## src/design/atp_pkg.sv

```systemverilog
package atp_pkg;

    // =========================================================
    // widths
    localparam int OP_W   = 10;
    localparam int NIB_W  = 4;
    localparam int BYTE_W = 8;
    localparam int DATA_W = 32;
    localparam int ADDR_W = 8;
    localparam int IDX_W  = 4;
    localparam int CNT_W  = 8;

    // =========================================================
    // transfer opcodes with printed codes
    localparam logic [OP_W-1:0] LOAD_TIMER3_RELOAD_OP  = 10'h23B;
    localparam logic [OP_W-1:0] LOAD_CLOCK_GEN_OP      = 10'h209;
    localparam logic [OP_W-1:0] LOAD_SERIAL_SHIFT_OP   = 10'h238;
    localparam logic [OP_W-1:0] LOAD_INT_CTRL_ONE_OP   = 10'h03F;
    localparam logic [OP_W-1:0] LOAD_TIMER_CTRL_ONE_OP = 10'h20E;
    localparam logic [OP_W-1:0] LOAD_TIMER_CTRL_TWO_OP = 10'h20F;
    localparam logic [OP_W-1:0] LOAD_TIMER_CTRL_FOUR_OP = 10'h211;
    localparam logic [OP_W-1:0] LOAD_TIMER_CTRL_SIX_OP = 10'h213;

    // =========================================================
    // target indexes, also register order on the bus
    localparam int T_TIMER3_RELOAD = 0;
    localparam int T_CLOCK_GEN     = 1;
    localparam int T_SERIAL_SHIFT  = 2;
    localparam int T_INT_CTRL_ONE  = 3;
    localparam int T_INT_CTRL_TWO  = 4;
    localparam int T_TIMER_CTRL_1  = 5;
    localparam int T_TIMER_CTRL_2  = 6;
    localparam int T_TIMER_CTRL_3  = 7;
    localparam int T_TIMER_CTRL_4  = 8;
    localparam int T_TIMER_CTRL_5  = 9;
    localparam int T_TIMER_CTRL_6  = 10;
    localparam int N_TGT           = 11;

    // =========================================================
    // register map
    localparam logic [ADDR_W-1:0] ADDR_CTRL     = 8'h00;
    localparam logic [ADDR_W-1:0] ADDR_STATUS   = 8'h04;
    localparam logic [ADDR_W-1:0] ADDR_TGT_BASE = 8'h08;
    localparam int                CTRL_EN_BIT   = 0;
    localparam int                STAT_CNT_LSB  = 8;
    localparam int                STAT_VLD_BIT  = 31;
    localparam logic              CTRL_EN_RST   = 1'b1;
    localparam logic [BYTE_W-1:0] TGT_RST       = 8'h00;

endpackage

```

## src/design/atp_decode.sv

```systemverilog
`timescale 1ns/100ps
module atp_decode
#(
    parameter logic [atp_pkg::OP_W-1:0] OP_INT_CTRL_TWO   = 10'h03E,
    parameter logic [atp_pkg::OP_W-1:0] OP_TIMER_CTRL_THR = 10'h210,
    parameter logic [atp_pkg::OP_W-1:0] OP_TIMER_CTRL_FIV = 10'h212
)
(
    input  wire logic [atp_pkg::OP_W-1:0]  instr_word,
    input  wire logic                      instr_valid,
    output logic      [atp_pkg::N_TGT-1:0] tgt_sel
);

    // =========================================================
    // opcode match
    function automatic logic hit(input logic [atp_pkg::OP_W-1:0] w, input logic [atp_pkg::OP_W-1:0] op);
        hit = (w == op);
    endfunction

    always_comb
    begin
        tgt_sel = '0;
        if (instr_valid)
        begin
            tgt_sel[atp_pkg::T_TIMER3_RELOAD] = hit(instr_word, atp_pkg::LOAD_TIMER3_RELOAD_OP);
            tgt_sel[atp_pkg::T_CLOCK_GEN]     = hit(instr_word, atp_pkg::LOAD_CLOCK_GEN_OP);
            tgt_sel[atp_pkg::T_SERIAL_SHIFT]  = hit(instr_word, atp_pkg::LOAD_SERIAL_SHIFT_OP);
            tgt_sel[atp_pkg::T_INT_CTRL_ONE]  = hit(instr_word, atp_pkg::LOAD_INT_CTRL_ONE_OP);
            tgt_sel[atp_pkg::T_INT_CTRL_TWO]  = hit(instr_word, OP_INT_CTRL_TWO);
            tgt_sel[atp_pkg::T_TIMER_CTRL_1]  = hit(instr_word, atp_pkg::LOAD_TIMER_CTRL_ONE_OP);
            tgt_sel[atp_pkg::T_TIMER_CTRL_2]  = hit(instr_word, atp_pkg::LOAD_TIMER_CTRL_TWO_OP);
            tgt_sel[atp_pkg::T_TIMER_CTRL_3]  = hit(instr_word, OP_TIMER_CTRL_THR);
            tgt_sel[atp_pkg::T_TIMER_CTRL_4]  = hit(instr_word, atp_pkg::LOAD_TIMER_CTRL_FOUR_OP);
            tgt_sel[atp_pkg::T_TIMER_CTRL_5]  = hit(instr_word, OP_TIMER_CTRL_FIV);
            tgt_sel[atp_pkg::T_TIMER_CTRL_6]  = hit(instr_word, atp_pkg::LOAD_TIMER_CTRL_SIX_OP);
        end
    end

endmodule

```

## src/design/atp_xfer_top.sv

```systemverilog
// The implementer's own choices: the placing of the registers and register access over APB.
`timescale 1ns/100ps
// Behaviour
// RULE_01: timer-3 reload op writes second nibble high, accumulator low.
// RULE_02: clock-generator op copies accumulator bit 0 only, one cycle.
// RULE_03: serial shift op writes second nibble to bits 7-4, accumulator 3-0.
// RULE_04: interrupt control one op copies accumulator, one cycle.
// RULE_05: interrupt control two op copies accumulator, one cycle.
// RULE_06: timer control one op copies accumulator, one cycle.
// RULE_07: timer control two op copies accumulator, one cycle.
// RULE_08: timer control three op copies accumulator, one cycle.
// RULE_09: timer control four op copies accumulator, one cycle.
// RULE_10: timer control five op copies accumulator, one cycle.
// RULE_11: timer control six op copies accumulator, one cycle.
// RULE_12: no carry change, no skip, sources left untouched.
module atp_xfer_top
#(
    parameter logic [atp_pkg::OP_W-1:0] OP_INT_CTRL_TWO   = 10'h03E,
    parameter logic [atp_pkg::OP_W-1:0] OP_TIMER_CTRL_THR = 10'h210,
    parameter logic [atp_pkg::OP_W-1:0] OP_TIMER_CTRL_FIV = 10'h212
)
(
    input  wire logic                        mclk,
    input  wire logic                        rstn,
    input  wire logic [atp_pkg::OP_W-1:0]    instr_word,
    input  wire logic                        instr_valid,
    input  wire logic [atp_pkg::NIB_W-1:0]   acc,
    input  wire logic [atp_pkg::NIB_W-1:0]   breg,
    input  wire logic                        psel,
    input  wire logic                        penable,
    input  wire logic                        pwrite,
    input  wire logic [atp_pkg::ADDR_W-1:0]  paddr,
    input  wire logic [atp_pkg::DATA_W-1:0]  pwdata,
    output logic      [atp_pkg::DATA_W-1:0]  prdata,
    output logic                             pready,
    output logic                             pslverr,
    output logic      [atp_pkg::BYTE_W-1:0]  timer_three_reload,
    output logic                             clock_gen_ctrl,
    output logic      [atp_pkg::BYTE_W-1:0]  serial_shift,
    output logic      [atp_pkg::NIB_W-1:0]   int_ctrl_one,
    output logic      [atp_pkg::NIB_W-1:0]   int_ctrl_two,
    output logic      [atp_pkg::NIB_W-1:0]   timer_ctrl_one,
    output logic      [atp_pkg::NIB_W-1:0]   timer_ctrl_two,
    output logic      [atp_pkg::NIB_W-1:0]   timer_ctrl_three,
    output logic      [atp_pkg::NIB_W-1:0]   timer_ctrl_four,
    output logic      [atp_pkg::NIB_W-1:0]   timer_ctrl_five,
    output logic      [atp_pkg::NIB_W-1:0]   timer_ctrl_six,
    output logic      [atp_pkg::N_TGT-1:0]   tgt_wr_stb,
    output logic                             carry_write,
    output logic                             skip_next
);

    // =========================================================
    // decode
    logic [atp_pkg::N_TGT-1:0] tgt_sel;
    logic                      en_ff;
    logic                      nxt_en;

    atp_decode
    #(
        .OP_INT_CTRL_TWO   (OP_INT_CTRL_TWO),
        .OP_TIMER_CTRL_THR (OP_TIMER_CTRL_THR),
        .OP_TIMER_CTRL_FIV (OP_TIMER_CTRL_FIV)
    )
    u_dec
    (
        .instr_word  (instr_word),
        .instr_valid (instr_valid & en_ff),
        .tgt_sel     (tgt_sel)
    );

    // =========================================================
    // target registers
    logic [atp_pkg::BYTE_W-1:0] tgt_ff  [atp_pkg::N_TGT];
    logic [atp_pkg::BYTE_W-1:0] nxt_tgt [atp_pkg::N_TGT];
    logic [atp_pkg::N_TGT-1:0]  stb_ff;
    logic                       carry_we_ff;
    logic                       skip_ff;
    logic [atp_pkg::IDX_W-1:0]  last_ff;
    logic [atp_pkg::IDX_W-1:0]  nxt_last;
    logic [atp_pkg::CNT_W-1:0]  cnt_ff;
    logic [atp_pkg::CNT_W-1:0]  nxt_cnt;
    logic                       seen_ff;
    logic                       nxt_seen;
    logic                       clr_stat;

    always_comb
    begin
        for (int i = 0; i < atp_pkg::N_TGT; i++)
        begin
            nxt_tgt[i] = tgt_ff[i];
        end
        nxt_last = last_ff;
        nxt_seen = seen_ff;
        nxt_cnt  = clr_stat ? '0 : cnt_ff;
        if (tgt_sel[atp_pkg::T_TIMER3_RELOAD])
            nxt_tgt[atp_pkg::T_TIMER3_RELOAD] = {breg, acc};                   // [RULE_01]
        if (tgt_sel[atp_pkg::T_CLOCK_GEN])
            nxt_tgt[atp_pkg::T_CLOCK_GEN] = {7'h00, acc[0]};                   // [RULE_02]
        if (tgt_sel[atp_pkg::T_SERIAL_SHIFT])
            nxt_tgt[atp_pkg::T_SERIAL_SHIFT] = {breg, acc};                    // [RULE_03]
        if (tgt_sel[atp_pkg::T_INT_CTRL_ONE])
            nxt_tgt[atp_pkg::T_INT_CTRL_ONE] = {4'h0, acc};                    // [RULE_04]
        if (tgt_sel[atp_pkg::T_INT_CTRL_TWO])
            nxt_tgt[atp_pkg::T_INT_CTRL_TWO] = {4'h0, acc};                    // [RULE_05]
        if (tgt_sel[atp_pkg::T_TIMER_CTRL_1])
            nxt_tgt[atp_pkg::T_TIMER_CTRL_1] = {4'h0, acc};                    // [RULE_06]
        if (tgt_sel[atp_pkg::T_TIMER_CTRL_2])
            nxt_tgt[atp_pkg::T_TIMER_CTRL_2] = {4'h0, acc};                    // [RULE_07]
        if (tgt_sel[atp_pkg::T_TIMER_CTRL_3])
            nxt_tgt[atp_pkg::T_TIMER_CTRL_3] = {4'h0, acc};                    // [RULE_08]
        if (tgt_sel[atp_pkg::T_TIMER_CTRL_4])
            nxt_tgt[atp_pkg::T_TIMER_CTRL_4] = {4'h0, acc};                    // [RULE_09]
        if (tgt_sel[atp_pkg::T_TIMER_CTRL_5])
            nxt_tgt[atp_pkg::T_TIMER_CTRL_5] = {4'h0, acc};                    // [RULE_10]
        if (tgt_sel[atp_pkg::T_TIMER_CTRL_6])
            nxt_tgt[atp_pkg::T_TIMER_CTRL_6] = {4'h0, acc};                    // [RULE_11]
        for (int i = 0; i < atp_pkg::N_TGT; i++)
        begin
            if (tgt_sel[i])
            begin
                nxt_last = atp_pkg::IDX_W'(i);
                nxt_seen = 1'b1;
            end
        end
        // a transfer in the clearing cycle still counts
        if (|tgt_sel)
            nxt_cnt = nxt_cnt + 1'b1;
    end

    always_ff @(posedge mclk)
    begin
        if (!rstn)
        begin
            for (int i = 0; i < atp_pkg::N_TGT; i++)
            begin
                tgt_ff[i] <= atp_pkg::TGT_RST;
            end
            stb_ff      <= '0;
            carry_we_ff <= 1'b0;
            skip_ff     <= 1'b0;
            last_ff     <= '0;
            cnt_ff      <= '0;
            seen_ff     <= 1'b0;
        end
        else
        begin
            tgt_ff      <= nxt_tgt;
            stb_ff      <= tgt_sel;
            // transfers never touch carry nor skip; acc and breg are only read
            carry_we_ff <= 1'b0;                                               // [RULE_12]
            skip_ff     <= 1'b0;                                               // [RULE_12]
            last_ff     <= nxt_last;
            cnt_ff      <= nxt_cnt;
            seen_ff     <= nxt_seen;
        end
    end

    assign timer_three_reload = tgt_ff[atp_pkg::T_TIMER3_RELOAD];
    assign clock_gen_ctrl     = tgt_ff[atp_pkg::T_CLOCK_GEN][0];
    assign serial_shift       = tgt_ff[atp_pkg::T_SERIAL_SHIFT];
    assign int_ctrl_one       = tgt_ff[atp_pkg::T_INT_CTRL_ONE][atp_pkg::NIB_W-1:0];
    assign int_ctrl_two       = tgt_ff[atp_pkg::T_INT_CTRL_TWO][atp_pkg::NIB_W-1:0];
    assign timer_ctrl_one     = tgt_ff[atp_pkg::T_TIMER_CTRL_1][atp_pkg::NIB_W-1:0];
    assign timer_ctrl_two     = tgt_ff[atp_pkg::T_TIMER_CTRL_2][atp_pkg::NIB_W-1:0];
    assign timer_ctrl_three   = tgt_ff[atp_pkg::T_TIMER_CTRL_3][atp_pkg::NIB_W-1:0];
    assign timer_ctrl_four    = tgt_ff[atp_pkg::T_TIMER_CTRL_4][atp_pkg::NIB_W-1:0];
    assign timer_ctrl_five    = tgt_ff[atp_pkg::T_TIMER_CTRL_5][atp_pkg::NIB_W-1:0];
    assign timer_ctrl_six     = tgt_ff[atp_pkg::T_TIMER_CTRL_6][atp_pkg::NIB_W-1:0];
    assign tgt_wr_stb         = stb_ff;
    assign carry_write        = carry_we_ff;
    assign skip_next          = skip_ff;

    // =========================================================
    // apb slave
    logic                        pready_ff;
    logic                        nxt_pready;
    logic                        pslverr_ff;
    logic                        nxt_pslverr;
    logic [atp_pkg::DATA_W-1:0]  prdata_ff;
    logic [atp_pkg::DATA_W-1:0]  nxt_prdata;
    logic                        acc_done;
    logic                        hit_ok;
    logic [atp_pkg::DATA_W-1:0]  rd_val;

    function automatic logic tgt_hit(input logic [atp_pkg::ADDR_W-1:0] a);
        tgt_hit = (a >= atp_pkg::ADDR_TGT_BASE) && (a[1:0] == 2'h0)
                  && (((a - atp_pkg::ADDR_TGT_BASE) >> 2) < atp_pkg::ADDR_W'(atp_pkg::N_TGT));
    endfunction

    always_comb
    begin
        acc_done = psel && penable && !pready_ff;
        hit_ok   = (paddr == atp_pkg::ADDR_CTRL) || (paddr == atp_pkg::ADDR_STATUS) || tgt_hit(paddr);
        rd_val   = '0;
        if (paddr == atp_pkg::ADDR_CTRL)
            rd_val[atp_pkg::CTRL_EN_BIT] = en_ff;
        else if (paddr == atp_pkg::ADDR_STATUS)
        begin
            rd_val[atp_pkg::IDX_W-1:0]                          = last_ff;
            rd_val[atp_pkg::STAT_CNT_LSB +: atp_pkg::CNT_W]     = cnt_ff;
            rd_val[atp_pkg::STAT_VLD_BIT]                       = seen_ff;
        end
        else if (tgt_hit(paddr))
            rd_val[atp_pkg::BYTE_W-1:0] = tgt_ff[IDX_W_CAST(paddr)];
        nxt_pready  = acc_done;
        nxt_pslverr = acc_done && !hit_ok;
        nxt_prdata  = (acc_done && !pwrite && hit_ok) ? rd_val : prdata_ff;
        nxt_en      = en_ff;
        clr_stat    = 1'b0;
        // writes commit on the edge where the master sees pready high
        if (psel && penable && pready_ff && pwrite && (paddr == atp_pkg::ADDR_CTRL))
            nxt_en = pwdata[atp_pkg::CTRL_EN_BIT];
        if (psel && penable && pready_ff && pwrite && (paddr == atp_pkg::ADDR_STATUS))
            clr_stat = 1'b1;
    end

    function automatic logic [atp_pkg::IDX_W-1:0] IDX_W_CAST(input logic [atp_pkg::ADDR_W-1:0] a);
        logic [atp_pkg::ADDR_W-1:0] d;
        d          = (a - atp_pkg::ADDR_TGT_BASE) >> 2;
        IDX_W_CAST = d[atp_pkg::IDX_W-1:0];
    endfunction

    always_ff @(posedge mclk)
    begin
        if (!rstn)
        begin
            pready_ff  <= 1'b0;
            pslverr_ff <= 1'b0;
            prdata_ff  <= '0;
            en_ff      <= atp_pkg::CTRL_EN_RST;
        end
        else
        begin
            pready_ff  <= nxt_pready;
            pslverr_ff <= nxt_pslverr;
            prdata_ff  <= nxt_prdata;
            en_ff      <= nxt_en;
        end
    end

    assign prdata  = prdata_ff;
    assign pready  = pready_ff;
    assign pslverr = pslverr_ff;

endmodule

```

## config.mk

```make
export PLATFORM = sky130hd
export DESIGN_NAME = atp_xfer_top
export DESIGN_NICKNAME = d
export VERILOG_FILES = /design/src/design/atp_pkg.sv /design/src/design/atp_decode.sv /design/src/design/atp_xfer_top.sv
export SDC_FILE = /design/constraint.sdc
export NUM_CORES = 1
export LEC_CHECK = 0
export BUFFER_PORTS_ARGS = -buffer_cell sky130_fd_sc_hd__buf_2
export CAP_MARGIN = 0
export CORE_MARGIN = 2
export CORE_UTILIZATION = 49
export CTS_CLUSTER_DIAMETER = 40
export CTS_CLUSTER_SIZE = 30
export DETAILED_ROUTE_END_ITERATION = 10
export GPL_ROUTABILITY_DRIVEN = 0
export HOLD_SLACK_MARGIN = 0.1
export PLACE_DENSITY = 0.79
export SETUP_SLACK_MARGIN = 0.05
export SLEW_MARGIN = 30
export SYNTH_ARGS = -nofsm -noshare
export SYNTH_HDL_FRONTEND = slang
export SYNTH_SLANG_ARGS = --single-unit
```

## constraint.sdc

```tcl
create_clock -name mclk -period 2.7 [get_ports mclk]
set_input_delay 0.27 -clock mclk [delete_from_list [all_inputs] [get_ports mclk]]
set_output_delay 0.27 -clock mclk [all_outputs]
set_load 0.005 [all_outputs]
```

==> impl_metrics.json, run 1 <==
{
  "min_path_cells": 3,
  "cts_resized": 0,
  "rrSetupSlack_ns": 0.46,
  "worstReg2RegEnd": "cnt_ff[4]$_SDFF_PN0_",
  "grt_pass1_wl_um": 17500,
  "critPathKind": "flop to flop",
  "antenna_left": 0,
  "antenna_found_initial": 0,
  "finalCritPeriodShare": 0.831,
  "cpPeakStageDelay_ns": 0.42,
  "h-tree-depth": 3,
  "start_util": 0.501,
  "overflow": 0,
  "drtIter0Drc": 192,
  "drt_wl_total_um": 10700,
  "via_per_inst": 5.45,
  "syn_to_final_growth_pct": 17.7,
  "clk_latency_ns": 0.36,
  "min_to": "timer_three_reload[5]$_SDFFE_PN0P_",
  "crit_fanout": 16,
  "rows": 34,
  "period_needed_ns": 2.24,
  "hpwl_um": 7970,
  "fillers": 788,
  "grt_pass1_vias": 3665,
  "top_level_ports": 160,
  "clockPowerShare": 0.358,
  "leakage_nw": 2.37,
  "ys_ff_latch": 93,
  "startpoint_type": "flop",
  "syn-mean-instance-area_um2": 9.19,
  "worstHoldStart": "breg[1]",
  "fin_skew_ns": 0.0116,
  "rr_worst_depth": 6,
  "drv_cap": 0,
  "setup_viol": 0,
  "hold_viol": 0,
  "layout-drive-gt1-share": 0.287,
  "ys_seq_area_frac": 0.430,
  "power.internal_mw": 1.78,
  "synth.distinct_cells": 60,
  "arrival_ns": 2.53,
  "holdWs_ns": 0.160,
  "max-vdd-ir-drop_mv": 0.272,
  "synth_edf_count": 0,
  "seq_power_share": 0.569,
  "rsz0062_at_grt": "no",
  "fp.dieW_um": 98.0,
  "ys_warn_count": 0,
  "clkTransAtPathRegs_ns": 0.09,
  "power_density_mw_per_mm2": 474,
  "layout_common_cells": "111 x buf_2, 93 x dfxtp_1, 78 x nor2_1, 57 x mux2i_1, 29 x nand2_1",
  "worstHoldPathType": "input port to flop",
  "crit_chain": "nand3_1, nor2_1, o21ai_0, and4_1, or3_1, a21oi_1",
  "core-area_mm2": 0.00864,
  "fmax_mhz": 446,
  "slew_headroom": 0.549,
  "cts_root_buf": "clkbuf_8",
  "cts-buffers-inserted": 9,
  "numPortBuffers": 111,
  "post-cts-setup-buffer-count": 0,
  "netlist_area_mm2": 0.00433,
  "nNetsFinal": 640,
  "power_switching_uw": 630,
  "outcome": "finished, final reports clean",
  "crit_path_end_kind": "flop",
  "cp_slowest_cell": "dfxtp_1",
  "dr.pass1.iters": 5,
  "num_antenna_cells": 0,
  "clock-sinks": 93,
  "final.setup.worst_slack_ns": 0.456,
  "synthCells": 471,
  "switching_share": 0.261,
  "die-area_mm2": 0.00960,
  "r2r_start": "en_ff$_SDFFE_PN1P_",
  "die_h_um": 98.0,
  "drc": 0,
  "synthArstFlopShare": 0,
  "vias": 3745,
  "yosys_most_used_dff": "dfxtp_1",
  "comb_power_share": 0.072,
  "required_ns": 2.98,
  "clock_path_buffers": 2,
  "grtUsageTotal": 0.222,
  "layout_commonest_cell": "buf_2",
  "cts_tree": "built",
  "finalSetupTns_ns": 0,
  "hold_buffers": 0,
  "slew_viol_final": 0,
  "dp_slack_ns": 0.221,
  "grt_max_degree": 52,
  "worstMarginPinSlew_ns": 0.675,
  "wl_per_cell_um": 15.6
}
[area by class of cell]
class / count / area [um2] / area share
Clock buffer: 9 / 124 / 0.0243
Clock inverter: 7 / 58.8 / 0.0116
Inverter: 8 / 30.0 / 0.00590
Multi-Input combinational cell: 340 / 2240 / 0.441
Sequential cell: 93 / 1860 / 0.366
Tap cell: 108 / 135 / 0.0265
Timing Repair Buffer: 122 / 638 / 0.125
[registers in the layout, summed over array words and instances, names as in the netlist, 8 cells and up]
register and count:
cnt_ff 8, serial_shift 8, tgt_wr_stb 11, prdata 17, timer_three_reload 8
[power by group through the flow]
stage / clock, mW / combinational (mW) / sequential [mW]
after floorplan: 0 / 0.127 / 1.41
after global placement: 0 / 0.169 / 1.41
after detailed placement: 0 / 0.172 / 1.41
after CTS: 0.886 / 0.173 / 1.37
after global routing: 0.944 / 0.192 / 1.37
final: 0.865 / 0.174 / 1.37
[cell families after synthesis]
logic type | Yosys count | synth area share
and+or+nand+nor | 184 | 0.217
adders and majority gates | 2 | 0.00578
muxes | 69 | 0.176
other | 1 | 0.000867
DFF | 93 | 0.430
AOI/OAI and AO/OA | 66 | 0.0998
buffers and inverters | 54 | 0.0662
xor gates and xnor gates | 2 | 0.00405
[synthesized netlist by cell type, drive strengths merged, types with 8 or more instances]
cell    number  share of area
nor2        78          0.068
inv          8         0.0069
o21ai       11          0.013
or3          9          0.015
mux2i       57           0.13
clkbuf      23          0.020
buf         23          0.039
a21oi       26          0.030
nand2       29          0.025
dfxtp       93           0.43
nand3       15          0.017
nor3        11          0.014
[worst max-delay path: cells and delay by family, from the launching register on]
kind | cells | cell delay, ns
AOI/OAI and AO/OA | 2 | 0.39
and+or+nand+nor | 4 | 1.37
DFF | 1 | 0.42
[per-stage QoR]
stage	power, mW	instance area, um2	utilization	cells
after floorplan	1.53	4390	-	487
after global placement	1.57	4910	0.568	671
after detailed placement	1.58	4910	0.568	671
after CTS	2.43	5090	0.590	687
after global routing	2.51	5090	0.590	687
final	2.41	5090	0.590	687
[how the worst max path moves through the flow]
stage / startpoint / to / slack [ns] / depth (start not counted)
after floorplan: paddr[3] / prdata[4]$_SDFFE_PN0P_ / 0.37 / 9
after global placement: paddr[3] / prdata[7]$_SDFFE_PN0P_ / 0.38 / 8
after detailed placement: paddr[3] / prdata[4]$_SDFFE_PN0P_ / 0.22 / 8
after CTS: en_ff$_SDFFE_PN1P_ / cnt_ff[4]$_SDFF_PN0_ / 0.47 / 6
after global routing: en_ff$_SDFFE_PN1P_ / cnt_ff[4]$_SDFF_PN0_ / 0.23 / 6
final: en_ff$_SDFFE_PN1P_ / cnt_ff[4]$_SDFF_PN0_ / 0.46 / 6
[metal layers]
metal,vias up,track usage,wire length (um)
li1,1843,-,-
met2,141,0.363,5050
met3,15,0.0608,775
met1,1746,0.290,4740
met5,-,0,0
met4,0,0.0620,171
Note: power is estimated with default switching activity, not from simulation.
==> run 2: changes to the inputs <==
==> constraint.sdc (replaced) <==
create_clock -name mclk -period 2.3 [get_ports mclk]
set_input_delay 0.23 -clock mclk [delete_from_list [all_inputs] [get_ports mclk]]
set_output_delay 0.23 -clock mclk [all_outputs]
set_load 0.005 [all_outputs]
==> run 2 against run 1 <==
Compared with the run above:
- sequential share of layout area down 0.77 points
- non-clock buffer count up 9
- cell count up 1.3%
- combinational power up 25%
- clock-buffer cell count unchanged
- power up 26%
- fmax up 8.1%
- hold slack worse by 0.046 ns
- wire length up 1.6%
- clock skew about the same
- critical endpoint unchanged
- worst setup slack worse by 0.23 ns
==> impl_metrics.json, run 2 (same netlist as run 1, synthesis figures left out) <==
{
  "outcome": "finished, final reports clean",
  "period_needed_ns": 2.08,
  "power_mw": 3.05,
  "switching_share": 0.242,
  "cts_resized": 0,
  "r2r_start": "en_ff$_SDFFE_PN1P_",
  "slew_viol_final": 0,
  "setup_viol": 0,
  "cpPeakStageDelay_ns": 0.42,
  "num_antenna_cells": 0,
  "hpwl_um": 8060,
  "hold_buffers": 0,
  "dpl.cell_count": 680,
  "clockPowerShare": 0.399,
  "fin_skew_ns": 0.0121,
  "crit_path_end_kind": "flop",
  "nNetsFinal": 649,
  "via_per_inst": 5.55,
  "critPathKind": "flop to flop",
  "crit_chain": "nand3_1, nor2_1, o21ai_0, and4_1, or3_1, a21oi_1",
  "worstHoldStart": "breg[3]",
  "grt_pass1_vias": 3615,
  "drtIter0Drc": 184,
  "finish.utilization": 0.602,
  "startpoint_type": "flop",
  "clock-sinks": 93,
  "dr.pass1.iters": 5,
  "final_area_mm2": 0.00520,
  "power_density_mw_per_mm2": 586,
  "clock_path_buffers": 2,
  "drc": 0,
  "worstHoldPathType": "input port to flop",
  "power_switching_uw": 736,
  "comb_power_share": 0.072,
  "dp_slack_ns": 0.136,
  "syn_to_final_growth_pct": 20.2,
  "finalCritPeriodShare": 0.903,
  "fmax_mhz": 482,
  "post-cts-setup-buffer-count": 0,
  "hold_viol": 0,
  "largest_reg_flops": 17,
  "start_util": 0.501,
  "final.setup.worst_slack_ns": 0.224,
  "wl_per_cell_um": 15.7,
  "layout-drive-gt1-share": 0.299,
  "clk_latency_ns": 0.37,
  "placed_cell_area_mm2": 0.00498,
  "die-area_mm2": 0.00960,
  "grt_pass1_wl_um": 17600,
  "cp.buffers_inverters": 0,
  "setup.worst_path.start": "en_ff$_SDFFE_PN1P_",
  "top_level_ports": 160,
  "power.internal_mw": 2.31,
  "vias": 3861,
  "cts_tree": "built",
  "rsz0062_at_grt": "no",
  "die_h_um": 98.0,
  "seq_power_share": 0.530,
  "drt_wl_total_um": 10900,
  "fp.dieW_um": 98.0,
  "leakage_nw": 2.43,
  "cts-buffers-inserted": 9,
  "antenna_found_initial": 0,
  "worstMarginPinSlew_ns": 0.620,
  "crit_fanout": 16,
  "holdWs_ns": 0.114,
  "grt_max_degree": 53,
  "required_ns": 2.60,
  "overflow": 0,
  "layout_common_cells": "111 x buf_2, 93 x dfxtp_1, 78 x nor2_1, 57 x mux2i_1, 29 x nand2_1",
  "max-vdd-ir-drop_mv": 0.420,
  "fin_cells": 696,
  "rows": 34,
  "grtUsageTotal": 0.224,
  "slew_headroom": 0.586,
  "layout_commonest_cell": "buf_2",
  "antenna_left": 0,
  "cts_root_buf": "clkbuf_8",
  "core-area_mm2": 0.00864,
  "numPortBuffers": 111,
  "finalSetupTns_ns": 0,
  "drv_cap": 0,
  "arrival_ns": 2.37,
  "crit_family": "simple AND/OR/NAND/NOR gates",
  "cp_slowest_cell": "dfxtp_1",
  "clkTransAtPathRegs_ns": 0.09,
  "h-tree-depth": 3
}
-- run 2: cell types whose count changed in the layout (fill, tap and decap cells not counted), sizes merged --
| cell | before | now |
|---|---|---|
| buf | 122 | 131 |
| bufinv | 0 | 2 |
| clkinvlp | 1 | 0 |
| inv | 11 | 10 |
-- run 2: worst paths after layout --
kind                            depth (start not counted)                            endpoint  slack, ns
worst max-delay path                                    6                cnt_ff[4]$_SDFF_PN0_       0.22
worst min-delay path                                    3  timer_three_reload[7]$_SDFFE_PN0P_       0.11
worst max register to register                          6                cnt_ff[4]$_SDFF_PN0_       0.22
worst min register to register                          2             prdata[11]$_SDFFE_PN0P_       0.45
-- run 2: cell type report --
type / count / area (um2)
Clock buffer: 9 / 124
Clock inverter: 7 / 96.3
Inverter: 8 / 30.0
Timing Repair Buffer: 131 / 706
Tap cell: 108 / 135
Multi-Input combinational cell: 340 / 2250
Fill cell: 767 / 3430
Sequential cell: 93 / 1860
-- run 2: worst register-to-register path: stages, from the launching register on --
cell and delay (ns):
dfxtp_1 0.42, nand3_1 0.13, nor2_1 0.26, o21ai_0 0.26
and4_1 0.40, or3_1 0.41, a21oi_1 0.14
-- run 2: power by group through the flow --
| stage | logic (mW) | clock network [mW] | registers [mW] |
|---|---|---|---|
| 6_report | 0.218 | 1.21 | 1.61 |
| 3_5_place_dp | 0.214 | 0 | 1.65 |
| 3_3_place_gp | 0.208 | 0 | 1.65 |
| 4_1_cts | 0.215 | 1.22 | 1.61 |
| 5_1_grt | 0.238 | 1.29 | 1.61 |
| 2_1_floorplan | 0.149 | 0 | 1.65 |
-- run 2: metal layers --
metal	vias to the layer above	wire [um]	GRT usage
met4	0	150	0.0759
met5	-	0	0
li1	1864	-	-
met2	148	5210	0.362
met3	14	808	0.0494
met1	1835	4730	0.297
==> run 3: changes to the inputs <==
--- a/config.mk
+++ b/config.mk
@@ -8,13 +8,13 @@
 export BUFFER_PORTS_ARGS = -buffer_cell sky130_fd_sc_hd__buf_2
 export CAP_MARGIN = 0
 export CORE_MARGIN = 2
-export CORE_UTILIZATION = 49
+export CORE_UTILIZATION = 53
 export CTS_CLUSTER_DIAMETER = 40
 export CTS_CLUSTER_SIZE = 30
 export DETAILED_ROUTE_END_ITERATION = 10
 export GPL_ROUTABILITY_DRIVEN = 0
 export HOLD_SLACK_MARGIN = 0.1
-export PLACE_DENSITY = 0.79
+export PLACE_DENSITY = 0.85
 export SETUP_SLACK_MARGIN = 0.05
 export SLEW_MARGIN = 30
 export SYNTH_ARGS = -nofsm -noshare
==> constraint.sdc (replaced) <==
create_clock -name mclk -period 2.5 [get_ports mclk]
set_input_delay 0.25 -clock mclk [delete_from_list [all_inputs] [get_ports mclk]]
set_output_delay 0.25 -clock mclk [all_outputs]
set_load 0.005 [all_outputs]
==> run 3 against run 2 <==
Compared with the run above:
- sequential share of layout area increased by 0.40 points
- combinational power decreased by 10%
- first-iteration DRC count increased by 6.5%
- critical path type unchanged
- critical endpoint unchanged
- largest cell class unchanged
==> impl_metrics.json, run 3 (same netlist as run 1, synthesis figures left out) <==
{
  "drt_wl_total_um": 10800,
  "clkTransAtPathRegs_ns": 0.10,
  "die-area_mm2": 0.00890,
  "h-tree-depth": 3,
  "power_mw": 2.69,
  "regArea_mm2": 0.00186,
  "fp.dieW_um": 94.4,
  "dp_slack_ns": 0.269,
  "finalCritPeriodShare": 0.835,
  "clk_latency_ns": 0.37,
  "worstMarginPinSlew_ns": 0.594,
  "power_density_mw_per_mm2": 523,
  "startpoint_type": "flop",
  "period_needed_ns": 2.09,
  "numPortBuffers": 111,
  "post-cts-setup-buffer-count": 0,
  "rows": 32,
  "grtUsageTotal": 0.246,
  "layout_commonest_cell": "buf_2",
  "slew_viol_final": 0,
  "clock_path_buffers": 2,
  "outcome": "finished, final reports clean",
  "dr.pass1.iters": 5,
  "overflow": 0,
  "core-area_mm2": 0.00781,
  "clock-sinks": 93,
  "fillers": 653,
  "critPathKind": "flop to flop",
  "antenna_found_initial": 0,
  "cts_resized": 0,
  "leakage_nw": 2.41,
  "num_antenna_cells": 0,
  "via_per_inst": 5.62,
  "drv_cap": 0,
  "fin_skew_ns": 0.0128,
  "layout_common_cells": "111 x buf_2, 93 x dfxtp_1, 78 x nor2_1, 57 x mux2i_1, 29 x nand2_1",
  "final_area_mm2": 0.00514,
  "max-vdd-ir-drop_mv": 0.327,
  "drtIter0Drc": 196,
  "syn_to_final_growth_pct": 18.9,
  "crit_fanout": 16,
  "setup_viol": 0,
  "crit_path_end_kind": "flop",
  "vias": 3858,
  "layout-drive-gt1-share": 0.294,
  "required_ns": 2.80,
  "cts-buffers-inserted": 9,
  "top_level_ports": 160,
  "grt_pass1_wl_um": 17300,
  "nNetsFinal": 646,
  "die_h_um": 94.4,
  "multi_input_area_mm2": 0.00224,
  "hpwl_um": 7900,
  "cts_root_buf": "clkbuf_8",
  "final.setup.worst_slack_ns": 0.412,
  "slew_headroom": 0.603,
  "placed_cell_area_mm2": 0.00495,
  "holdWs_ns": 0.133,
  "rsz0062_at_grt": "no",
  "largest_reg_flops": 17,
  "antenna_left": 0,
  "start_util": 0.554,
  "hold_buffers": 0,
  "cts_tree": "built",
  "hold_viol": 0,
  "grt_pass1_vias": 3575,
  "grt_max_degree": 54,
  "wl_per_cell_um": 15.8,
  "arrival_ns": 2.38,
  "finalSetupTns_ns": 0,
  "drc": 0,
  "worstHoldPathType": "input port to flop",
  "fmax_mhz": 479
}
[run 3: cell count changes in the layout (fill, tap and decap cells not counted)]
cell       delta
inv_8         +2
bufinv_16     -2
clkinv_2      -2
nor3_2        -1
clkinv_8      +1
buf_4         -3
inv_6         +2
nor3_1        +1
clkinv_4      -1
[run 3: worst max-delay path, cell delays in order (launching register included)]
cell     delay, ns
dfxtp_1       0.42
nand3_1       0.13
nor2_1        0.28
o21ai_0       0.25
and4_1        0.39
or3_1         0.40
a21oi_1       0.15
[run 3: worst paths after layout]
path	cells past startpoint	slack [ns]	to	from
hold reg to reg	2	0.45	prdata[15]$_SDFFE_PN0P_	prdata[15]$_SDFFE_PN0P_
setup reg to reg	6	0.41	cnt_ff[4]$_SDFF_PN0_	en_ff$_SDFFE_PN1P_
hold / removal	3	0.13	timer_three_reload[4]$_SDFFE_PN0P_	breg[0]
setup / recovery	6	0.41	cnt_ff[4]$_SDFF_PN0_	en_ff$_SDFFE_PN1P_
[run 3: final cells by class]
class,instances,share of cell area
inverter,8,0.00584
tap,102,0.0248
sequential,93,0.362
clock inverter,7,0.0144
timing repair buffer,128,0.133
multi-input combinational,340,0.436
clock buffer,9,0.0241
[run 3: layer usage]
layer	wire (um)	vias up	global-route usage
met2	5250	147	0.415
met5	0	-	0
met3	856	16	0.0567
li1	-	1864	-
met1	4560	1831	0.313
met4	177	0	0.0809
[run 3: metrics by stage]
step,instances,utilization
5_1_grt,687,0.659
3_3_place_gp,671,0.633
2_1_floorplan,487,-
6_report,687,0.659
3_5_place_dp,671,0.633
4_1_cts,687,0.659
[run 3: where the power goes]
group | internal (mW) | switching (mW) | leakage [nW]
clock network | 0.399 | 0.609 | 0.102
logic | 0.0707 | 0.126 | 1.56
registers | 1.48 | 0.00160 | 0.749
total | 1.95 | 0.736 | 2.41
